<file path="config.mk">
export PLATFORM = sky130hd
export DESIGN_NAME = owm_master
export DESIGN_NICKNAME = d
export VERILOG_FILES = /design/src/design/owm_pkg.sv /design/src/design/owm_master.sv /design/src/design/owm_skid.sv
export VERILOG_INCLUDE_DIRS = /design/src /design/src/design
export SDC_FILE = /design/constraint.sdc
export NUM_CORES = 1
export LEC_CHECK = 0
export ABC_AREA = 1
export BUFFER_PORTS_ARGS = -buffer_cell sky130_fd_sc_hd__buf_2
export CAP_MARGIN = 20
export CORE_MARGIN = 5
export CORE_UTILIZATION = 61
export CTS_CLUSTER_DIAMETER = 120
export DETAILED_ROUTE_END_ITERATION = 16
export PLACE_DENSITY = 0.78
export REMOVE_ABC_BUFFERS = 1
export SKIP_LAST_GASP = 1
export SYNTH_ARGS = -nofsm -noshare
export SYNTH_HDL_FRONTEND = slang
export SYNTH_SLANG_ARGS = --single-unit
export TNS_END_PERCENT = 1
</file>
<file path="constraint.sdc">
create_clock -name I_MCLK -period 1.9 [get_ports I_MCLK]
set_clock_uncertainty 0.05 [all_clocks]
set_input_delay 0.095 -clock I_MCLK [delete_from_list [all_inputs] [get_ports I_MCLK]]
set_output_delay 0.095 -clock I_MCLK [all_outputs]
set_load 0.03 [all_outputs]
</file>
<file path="src/design/owm_consts.svh">
`ifndef OWM_CONSTS_SVH
`define OWM_CONSTS_SVH

// clock rate in kHz, period 100 ns
`define OWM_CLK_KHZ             10000
// times in microseconds
`define OWM_RESET_LOW_US        511
`define OWM_RESET_HIGH_US       512
`define OWM_PRESENCE_WAIT_US    15
`define OWM_PRESENCE_END_US     300
`define OWM_ZERO_LOW_US         100
`define OWM_SHORT_LOW_US        5
`define OWM_SAMPLE_US           13
`define OWM_SLOT_US             117
// cycle counts derived from the times
`define OWM_RESET_LOW_CYC       ((`OWM_RESET_LOW_US * `OWM_CLK_KHZ + 999) / 1000)
`define OWM_RESET_HIGH_CYC      ((`OWM_RESET_HIGH_US * `OWM_CLK_KHZ + 999) / 1000)
`define OWM_PRESENCE_WAIT_CYC   ((`OWM_PRESENCE_WAIT_US * `OWM_CLK_KHZ + 999) / 1000)
`define OWM_PRESENCE_END_CYC    ((`OWM_PRESENCE_END_US * `OWM_CLK_KHZ) / 1000)
`define OWM_ZERO_LOW_CYC        ((`OWM_ZERO_LOW_US * `OWM_CLK_KHZ) / 1000)
`define OWM_SHORT_LOW_CYC       ((`OWM_SHORT_LOW_US * `OWM_CLK_KHZ) / 1000)
`define OWM_SAMPLE_CYC          ((`OWM_SAMPLE_US * `OWM_CLK_KHZ) / 1000)
`define OWM_SLOT_CYC            ((`OWM_SLOT_US * `OWM_CLK_KHZ) / 1000)
`define OWM_CNT_W               13
`define OWM_CMD_RESET           2'h0
`define OWM_CMD_WRITE0          2'h1
`define OWM_CMD_WRITE1          2'h2
`define OWM_CMD_READ            2'h3

`endif

</file>
<file path="src/design/owm_pkg.sv">
package owm_pkg;
	typedef logic [1:0] cmd_t;
	typedef enum logic [2:0] {
		ST_IDLE,
		ST_RESET_LOW,
		ST_RESET_HIGH,
		ST_SLOT_LOW,
		ST_SLOT_HIGH
	} state_t;
endpackage : owm_pkg

</file>
<file path="src/design/owm_master.sv">
`timescale 1ns/1ps
`include "owm_consts.svh"

// Function
// - the reset pulse holds the line low for at least 480 us, here 511 us.
// - after the reset pulse the line stays released at least 480 us, here 512 us, before any slot.
// - a zero bit drives the line low 60 to 120 us, here 100 us, then releases it.
// - a write-zero slot lasts at most 120 us, here 117 us in total.
// - a one bit or read slot drives low only 1 to 15 us, here 5 us.
// - a write-one or read slot lasts 60 to 120 us, here 117 us.
module owm_master
	import owm_pkg::*;
(
	// clock and reset
	input  wire logic I_MCLK,
	input  wire logic I_RST,
	// command stream
	input  wire logic       I_CMD_VALID,
	output logic            O_CMD_READY,
	input  wire logic [1:0] I_CMD,
	// result stream
	output logic O_RES_VALID,
	output logic O_RES_BIT,
	output logic O_RES_PRESENCE,
	// line
	input  wire logic I_LINE,
	output logic      O_LINE,
	output logic      O_LINE_OE,
	// status
	output logic O_BUSY
);
	localparam int CW = `OWM_CNT_W;

	state_t          state;
	logic [CW-1:0]   cnt;
	logic            line_meta;
	logic            line_sync;
	logic            found;
	logic            bit_in;
	cmd_t            cur;
	logic            buf_valid;
	logic            take;
	cmd_t            buf_cmd;
	logic            cmd_ready;
	// handshake and result helpers
	logic            cmd_push;
	logic            next_cmd_ready;
	logic            res_done;
	logic            in_window;
	logic            sample_now;

	// a stall downstream of the buffer keeps words safe upstream
	owm_skid u_buf (
		.i_clk   (I_MCLK),
		.i_rst   (I_RST),
		.i_valid (cmd_push),
		.o_ready (cmd_ready),
		.i_data  (I_CMD),
		.o_valid (buf_valid),
		.i_ready (take),
		.o_data  (buf_cmd)
	);

	assign take = (state == ST_IDLE) && buf_valid && !O_RES_VALID;

	function automatic logic [CW-1:0] low_len(input cmd_t c);
		unique case (c)
			`OWM_CMD_RESET:  low_len = CW'(`OWM_RESET_LOW_CYC);
			`OWM_CMD_WRITE0: low_len = CW'(`OWM_ZERO_LOW_CYC);
			`OWM_CMD_WRITE1: low_len = CW'(`OWM_SHORT_LOW_CYC);
			`OWM_CMD_READ:   low_len = CW'(`OWM_SHORT_LOW_CYC);
		endcase
	endfunction : low_len

	// low phase of either kind of sequence
	function automatic logic in_low(input state_t s);
		in_low = (s == ST_RESET_LOW) || (s == ST_SLOT_LOW);
	endfunction : in_low

	// released tail of either kind of sequence
	function automatic logic in_tail(input state_t s);
		in_tail = (s == ST_RESET_HIGH) || (s == ST_SLOT_HIGH);
	endfunction : in_tail

	// the outside judges the handshake on the registered ready, so the buffer pushes on that same ready
	assign cmd_push       = I_CMD_VALID && O_CMD_READY;
	assign next_cmd_ready = take || (cmd_ready && !(buf_valid && cmd_push));
	assign res_done       = in_tail(state) && cnt == '0;
	assign in_window      = (cnt <= CW'(`OWM_RESET_HIGH_CYC - `OWM_PRESENCE_WAIT_CYC)) &&
	                        (cnt >= CW'(`OWM_RESET_HIGH_CYC - `OWM_PRESENCE_END_CYC));
	assign sample_now     = (cur == `OWM_CMD_READ) && (cnt == CW'(`OWM_SLOT_CYC - `OWM_SAMPLE_CYC - 1));

	// pin crosses into the clock domain through two flops
	always_ff @(posedge I_MCLK or posedge I_RST) begin
		if (I_RST) begin
			line_meta <= 1'b1;
			line_sync <= 1'b1;
		end else begin
			line_meta <= I_LINE;
			line_sync <= line_meta;
		end
	end

	// sequencer; every sequence ends in its released tail, and the result pulse
	// blocks the next take, so two idle cycles always separate two sequences
	always_ff @(posedge I_MCLK or posedge I_RST) begin
		if (I_RST) begin
			state <= ST_IDLE;
			cnt   <= '0;
			cur   <= `OWM_CMD_RESET;
		end else begin
			unique case (state)
				ST_IDLE: begin
					if (take) begin
						cur   <= buf_cmd;
						cnt   <= low_len(buf_cmd) - CW'(1);
						state <= (buf_cmd == `OWM_CMD_RESET) ? ST_RESET_LOW : ST_SLOT_LOW;
					end
				end
				ST_RESET_LOW: begin
					if (cnt == '0) begin
						cnt   <= CW'(`OWM_RESET_HIGH_CYC - 1);
						state <= ST_RESET_HIGH;
					end else
						cnt <= cnt - CW'(1);
				end
				ST_RESET_HIGH: begin
					if (cnt == '0)
						state <= ST_IDLE;
					else
						cnt <= cnt - CW'(1);
				end
				ST_SLOT_LOW: begin
					if (cnt == '0) begin
						// rest of slot, so the whole slot is 117 us
						cnt   <= CW'(`OWM_SLOT_CYC) - low_len(cur) - CW'(1);
						state <= ST_SLOT_HIGH;
					end else
						cnt <= cnt - CW'(1);
				end
				ST_SLOT_HIGH: begin
					if (cnt == '0)
						state <= ST_IDLE;
					else
						cnt <= cnt - CW'(1);
				end
			endcase
		end
	end

	// open-drain: the data level is tied low, only the enable moves
	always_ff @(posedge I_MCLK or posedge I_RST) begin
		if (I_RST)
			O_LINE <= 1'b0;
		else
			O_LINE <= 1'b0;
	end

	// enable rises on the take edge and falls on the last count of the low phase
	always_ff @(posedge I_MCLK or posedge I_RST) begin
		if (I_RST)
			O_LINE_OE <= 1'b0;
		else
			O_LINE_OE <= take || (in_low(state) && cnt != '0);
	end

	// presence window covers the latest start plus the longest pulse;
	// the two-cycle sync delay is small against it
	always_ff @(posedge I_MCLK or posedge I_RST) begin
		if (I_RST)
			found <= 1'b0;
		else if (state == ST_RESET_LOW)
			found <= 1'b0;
		else if (state == ST_RESET_HIGH && in_window && !line_sync)
			found <= 1'b1;
	end

	// read sample taken while a slave answering zero still holds the line
	always_ff @(posedge I_MCLK or posedge I_RST) begin
		if (I_RST)
			bit_in <= 1'b1;
		else if (state == ST_SLOT_LOW && cur == `OWM_CMD_READ)
			bit_in <= 1'b1;
		else if (state == ST_SLOT_HIGH && sample_now)
			bit_in <= line_sync;
	end

	// result word, one per command; the bit holds until the next result, presence until the next reset result
	always_ff @(posedge I_MCLK or posedge I_RST) begin
		if (I_RST) begin
			O_RES_VALID    <= 1'b0;
			O_RES_BIT      <= 1'b0;
			O_RES_PRESENCE <= 1'b0;
		end else begin
			O_RES_VALID <= res_done;
			if (res_done)
				O_RES_BIT <= (cur == `OWM_CMD_READ) ? bit_in : (cur == `OWM_CMD_WRITE1);
			if (res_done && state == ST_RESET_HIGH)
				O_RES_PRESENCE <= found;
		end
	end

	// status
	always_ff @(posedge I_MCLK or posedge I_RST) begin
		if (I_RST)
			O_BUSY <= 1'b0;
		else
			O_BUSY <= (state != ST_IDLE) || buf_valid;
	end

	// ready is a flop of its own, so it looks one push ahead and never promises a full buffer
	always_ff @(posedge I_MCLK or posedge I_RST) begin
		if (I_RST)
			O_CMD_READY <= 1'b0;
		else
			O_CMD_READY <= next_cmd_ready;
	end
endmodule : owm_master

</file>
<file path="src/design/owm_skid.sv">
`timescale 1ns/1ps
// two-entry buffer; ready depends only on fill level, so no combinational path crosses it
module owm_skid (
	input  wire logic       i_clk,
	input  wire logic       i_rst,
	input  wire logic       i_valid,
	output logic            o_ready,
	input  wire logic [1:0] i_data,
	output logic            o_valid,
	input  wire logic       i_ready,
	output logic [1:0]      o_data
);
	logic [1:0] mem [2];
	logic       wr_ptr;
	logic       rd_ptr;
	logic [1:0] fill;
	logic       push;
	logic       pop;

	assign push    = i_valid && o_ready;
	assign pop     = o_valid && i_ready;
	assign o_ready = fill != 2'h2;
	assign o_valid = fill != 2'h0;
	assign o_data  = mem[rd_ptr];

	always_ff @(posedge i_clk or posedge i_rst) begin
		if (i_rst) begin
			wr_ptr <= 1'b0;
			rd_ptr <= 1'b0;
			fill   <= 2'h0;
		end else begin
			if (push)
				wr_ptr <= ~wr_ptr;
			if (pop)
				rd_ptr <= ~rd_ptr;
			fill <= fill + {1'b0, push} - {1'b0, pop};
		end
	end

	always_ff @(posedge i_clk) begin
		if (push)
			mem[wr_ptr] <= i_data;
	end
endmodule : owm_skid

</file>
Yosys cells after proc, flatten, opt, wreduce, memory -nomap -nowiden
Memories as Yosys holds them, arrays and structs flattened.
Cells that the tools add are included.
W data, S select, Z words.
Storage, ports and cells
  word-level logic and storage cells: 107
  output and inout port bits: 7
  memories kept: 1
  memory bits (writable): 4
  flip-flop bits (word level): 32
  bits of input ports: 6
Memories
  u_buf.mem: words 2, width 2, read ports 1, clocked after memory_dff 0, write ports 1, line owm_skid.sv:13  | logic [1:0] mem [2];
Cells by class
  mux-type cells: 24
  reduce and logical (&&, ||, !) cells: 39
  bitwise gates (word level): 2
  order comparisons: 2
  add/subtract/negate cells: 6
  eq/ne operators: 17
Operators by type and width (count)
  $mux W13: 8
  $pmux W13 S3: 2
  $pmux W13 S4: 1
  $sub A13 B1 Y13 const B: 3
  $logic_and A1 B1 Y1: 16
  $eq A13 B11 Y1 const B: 1
  $ge A13 B12 Y1 const B: 1
  $le A13 B13 Y1 const B: 1
  $logic_not A13 Y1: 1
  $reduce_bool A13 Y1: 1
  $sub A11 B13 Y13 const A: 1
  $mux W3: 4
  $pmux W3 S4: 1
  $ne A2 B2 Y1 const B: 5
  $eq A2 B2 Y1 const B: 4
  $mux W1: 7
  $eq A3 B2 Y1 const B: 2
  $reduce_bool A2 Y1: 3
  $reduce_or A2 Y1: 3
  $logic_or A1 B1 Y1: 5
  $eq A2 B1 Y1 const B: 2
  $logic_not A2 Y1: 2
  $reduce_and A2 Y1: 2
  $reduce_and A4 Y1: 1
  10 further kinds: 13

Logic depth before layout (Yosys ltp)
  depth in word-level cells: 9
  depth in mapped cells: 12
  depth with buffers taken out: 12

Modules after synthesis
A second synthesis with hierarchy kept.
Unflattened totals
  cells, all modules: 340
  area, all modules: 2427.3 µm²
Modules (own cells, without submodules)
  owm_master: cells an instance 297, area each 2037.0 µm², instances 1
  owm_skid: cells an instance 43, area each 390.4 µm², instances 1

Worst setup path before layout
OpenSTA, ideal clock, no wires.
  path type: flip-flop to flip-flop
  from: register state[1]
  to: register u_buf.fill[1]
  period minus slack after synthesis: 1.686 ns
  stages on the path, launching flop included: 12
  arrival: 1.508 ns
  required time: 1.721 ns
  path slack: 0.214 ns
  setup time: 0.129 ns
  cell sequence: dfrtp_1 -> buf_6 -> clkinv_2 -> nand2_2 -> nor2_4 -> nand2_4 -> inv_1 -> ha_1 -> inv_1 -> ha_1 -> xnor2_1 -> xor2_1
Between the ends
  cells in the longest elaborated chain, start to end: 5
RTL lines
  start: declaration: line owm_master.sv:34  | state_t state;
  start signal: assignment: line owm_master.sv:117  | state <= (buf_cmd == `OWM_CMD_RESET) ? ST_RESET_LOW : ST_SLOT_LOW;
  $logic_not A3 Y1: line owm_master.sv:64  | assign take = (state == ST_IDLE) && buf_valid && !O_RES_VALID;
  $logic_and A1 B1 Y1 (2 in series): line owm_master.sv:64
  $logic_and A1 B1 Y1: line owm_skid.sv:21  | assign pop = o_valid && i_ready;
  named net u_buf.pop: line owm_skid.sv:18  | logic pop;
  $sub A2 B1 Y2: line owm_skid.sv:36  | fill <= fill + {1'b0, push} - {1'b0, pop};
  end signal: assignment: line owm_skid.sv:36
  end: declaration: line owm_skid.sv:16  | logic [1:0] fill;
The timed path passes the listed nets, and every way through them passes these cells.
A chain may end at the register's enable or synchronous reset.

Final worst setup path
  from: register cnt[1]
  to: register cnt[6]
Between the ends
  cells in the longest elaborated chain, start to end: 3
RTL lines
  start: declaration: line owm_master.sv:35  | logic [CW-1:0] cnt;
  start signal: assignment: line owm_master.sv:116  | cnt <= low_len(buf_cmd) - CW'(1);
  start signal: assignment: line owm_master.sv:122  | cnt <= CW'(`OWM_RESET_HIGH_CYC - 1);
  start signal: assignment: line owm_master.sv:125  | cnt <= cnt - CW'(1);
  $sub A13 B1 Y13 / $logic_not A13 Y1 (equally long branches)
  $mux W13, or another cell as far along: line owm_master.sv:128, owm_master.sv:142
  $pmux W13 S4 / $reduce_and A2 Y1 (equally long branches)
Parallel ways exist; a longest one is shown, timed or not. The select of a mux whose other input is x is not followed.

==> results.md <==
- Area leader, netlist: dfrtp_1
- Worst skew pair latency: 0.30 ns
- CP dominant cell by count: nand2_1
- Netlist Area Pre-Place: 0.00235 mm2
- CTS clk-pin slew, worst paths: 0.08 ns
- Post-synth top cells: nand2_1 (91), nor2_1 (40), inv_1 (38)
- Io pins: 13
- Total Routed Length: 5190 um
- Synthesized flop and latch total: 36
- Num rows: 22
- P&R area growth vs syn: 11.6%
- Vias per cell: 5.28
- Core area: 0.00369 mm2
- Largest stage delay, worst path: 0.46 ns
- Cell family with most CP delay: simple AND/OR/NAND/NOR gates
- Worst hold-check path type: in2reg
- Hold Slack: 0.0825 ns
- Synth Instances: 320
- Area of the multi-input gates: 0.00122 mm2
- Pins Over Slew Limit: 0
- RePlAce Congestion: 0.982
- Layout Utilization: 71.0%
- PD cells: 643 mW/mm2
- Worst EP arrival: 1.96 ns
- Buf/Inv on CP: 2
- Fin. Hold Viols: 0
- Diode count: 0
- Max-Cap Viols: 0
- Post-placement cell count: 382
- CP max FO: 5
- Primary FF master, synth: dfrtp_1
- Die Width: 72.0 um
- Maximum vdd drop: 577 uV
- Largest net degree at the start of global routing: 33
- Final Cell Area: 0.00262 mm2
- Top-count cell post-synth: nand2_1
- FILL cells: 338
- CTS Buf Count: 5
- Tmin final: 1.77 ns
- DP Area: 0.00248 mm2
- Final #Nets: 358
- Clk Tree Root Cell: clkbuf_8
- Period utilization: 93.2%
- Max Root-Sink Buffers: 2
- Crit-path slowest cell: dfrtp_2
- Static Leakage: 1.33 nW
- First-pass GRT wire length: 9340 um
- Iter 0 DRT Violations: 176
- H-tree depth: 2
- DIE HEIGHT: 72.0 um
- Setup crit end kind: flop
- TritonCTS clock tree: built
- Dpl hpwl: 4030 um
- M1 GR Usage: 31.4%
- Setup Viol. Count Final: 0
- Final worst slack: 0.129 ns
- Gr usage total: 23.3%
- Total power: 1.68 mW
- Crit Path Class: reg2reg
- Post-synth top area share: 30.9%
- Die area: 0.00519 mm2
- Maximum clock rate: 565 MHz
- Initial antenna violation count: 0
- Post-CTS Setup Bufs: 0
- Asr flop ratio synth: 88.9%
- Non-Filler Instances: 394
- Worst slack at placement: 0.109 ns
- Port buffer count: 11
- Status: complete, no violations
- Post-Route Setup TNS: 0 ns
- Final ANT Viol Nets: 0
- CP Launch Type: flop
- Layer with the highest usage: met2
- Detailed Routing Iterations Pass 1: 4
- CP required: 2.09 ns
- Detailed-route via count: 2080
- Met3 Use GR: 4.85%
- RSZ-0062 raised after global routing: false
- TritonCTS Sinks: 36
- Met2 Use GR: 36.8%
- Critical Path, Cell by Cell: inv_1 -> ha_1 -> nand3_1 -> inv_1 -> nand2_1 -> nor2_1 -> o21ai_1 -> nand2_1 -> nand2_1 -> nand2_1
- Ys Warns: 0
- # DRC: 0
- GRT overflow: 0
- Mean Syn Cell Area: 7.33 um2
- Share of cells above drive strength 1: 18.2%
- EDFF count, synth: 4
- Vias in the first global route: 2028
- Top post-synthesis cells by area: dfrtp_1 (31%), nand2_1 (15%), nor2_1 (6.4%), inv_1 (6.1%), edfxtp_1 (5.1%)
- Sequential share of the synthesized area: 39.4%
- Wire length per cell: 13.2 um
- Starting Density: 63.6%
- Total area of sequential cells: 926 um2
- Unique masters post-synth: 33
## worst register-to-register path, cell delays in order (launching register included)
cell,delay [ns]
dfrtp_2,0.46
inv_1,0.09
ha_1,0.18
nand3_1,0.12
inv_1,0.15
nand2_1,0.14
nor2_1,0.18
o21ai_1,0.15
nand2_1,0.10
nand2_1,0.06
nand2_1,0.05
## layout by cell type (no fill, tap or decap), types with 3 or more instances in the layout
master | synthesis | routed
inv_1 | 38 | 37
inv_2 | 5 | 6
buf_4 | 2 | 7
nand2_2 | 6 | 7
nor2_4 | 6 | 6
xor2_1 | 6 | 6
nand3_1 | 20 | 20
nor2_1 | 40 | 38
dfstp_2 | 3 | 3
a21oi_1 | 13 | 13
o21ai_0 | 11 | 10
nand2_1 | 91 | 90
nand3_2 | 3 | 3
buf_2 | 0 | 11
edfxtp_1 | 4 | 4
nor2_2 | 2 | 4
nor3_1 | 4 | 4
dfrtp_1 | 29 | 28
nand4_1 | 6 | 6
dlygate4sd3_1 | 0 | 4
o21ai_1 | 4 | 5
ha_1 | 7 | 7
clkbuf_8 | 0 | 6
## layer usage
layer	vias to the layer above	part of all wire [%]
met5	-	0
met2	67	44
li1	1057	-
met3	14	7.0
met4	0	2.8
met1	942	46
## flip-flops by register name (all words and copies together) (netlist names)
register and count:
u_buf.fill 2, state 3, O_BUSY 1, u_buf.mem 4, line_meta 1, u_buf.wr_ptr 1, O_RES_BIT 1, O_CMD_READY 1
bit_in 1, found 1, cnt 13, cur 2, line_sync 1, u_buf.rd_ptr 1, O_RES_PRESENCE 1, O_RES_VALID 1
O_LINE_OE 1
## cells by family after synthesis
| kind of cell | count (synthesis) | share of synthesized area (%) |
|---|---|---|
| compound gates | 34 | 7.89 |
| buf+inv | 49 | 8.96 |
| flops | 36 | 39.4 |
| xor+xnor | 8 | 2.99 |
| simple gates | 185 | 36.9 |
| fa+ha+maj | 7 | 3.73 |
| other cells | 1 | 0.160 |
## power by group
| group | switching [mW] | internal, mW | total [mW] |
|---|---|---|---|
| Combinational | 0.155 | 0.0749 | 0.230 |
| Sequential | 0.0288 | 0.847 | 0.876 |
| Clock | 0.285 | 0.295 | 0.579 |
## worst paths after layout
path / startpoint / endpoint / slack (ns) / depth (start not counted)
worst min-delay path: I_CMD_VALID / O_CMD_READY / 0.08 / 4
worst min register to register: line_meta / line_sync / 0.31 / 0
worst max-delay path: cnt[1] / cnt[6] / 0.13 / 10
max in group asynchronous: I_RST / bit_in / 1.12 / 4
min in group asynchronous: I_RST / cnt[8] / 0.36 / 4
worst max register to register: cnt[1] / cnt[6] / 0.13 / 10
## final cells by class
class / count / share of cell area (%)
timing repair buffer: 22 / 5.64
clock inverter: 1 / 0.287
sequential: 36 / 35.4
multi-input combinational: 235 / 46.5
tap: 48 / 2.29
clock buffer: 7 / 3.30
inverter: 45 / 6.59
## what timing repair did
item                                   CTS  global route
endpoints found under the hold margin   34             0
setup endpoints to repair                0             5
resized for setup                        0             6
hold buffers                             4             0
(Power assumes the default switching activity.)
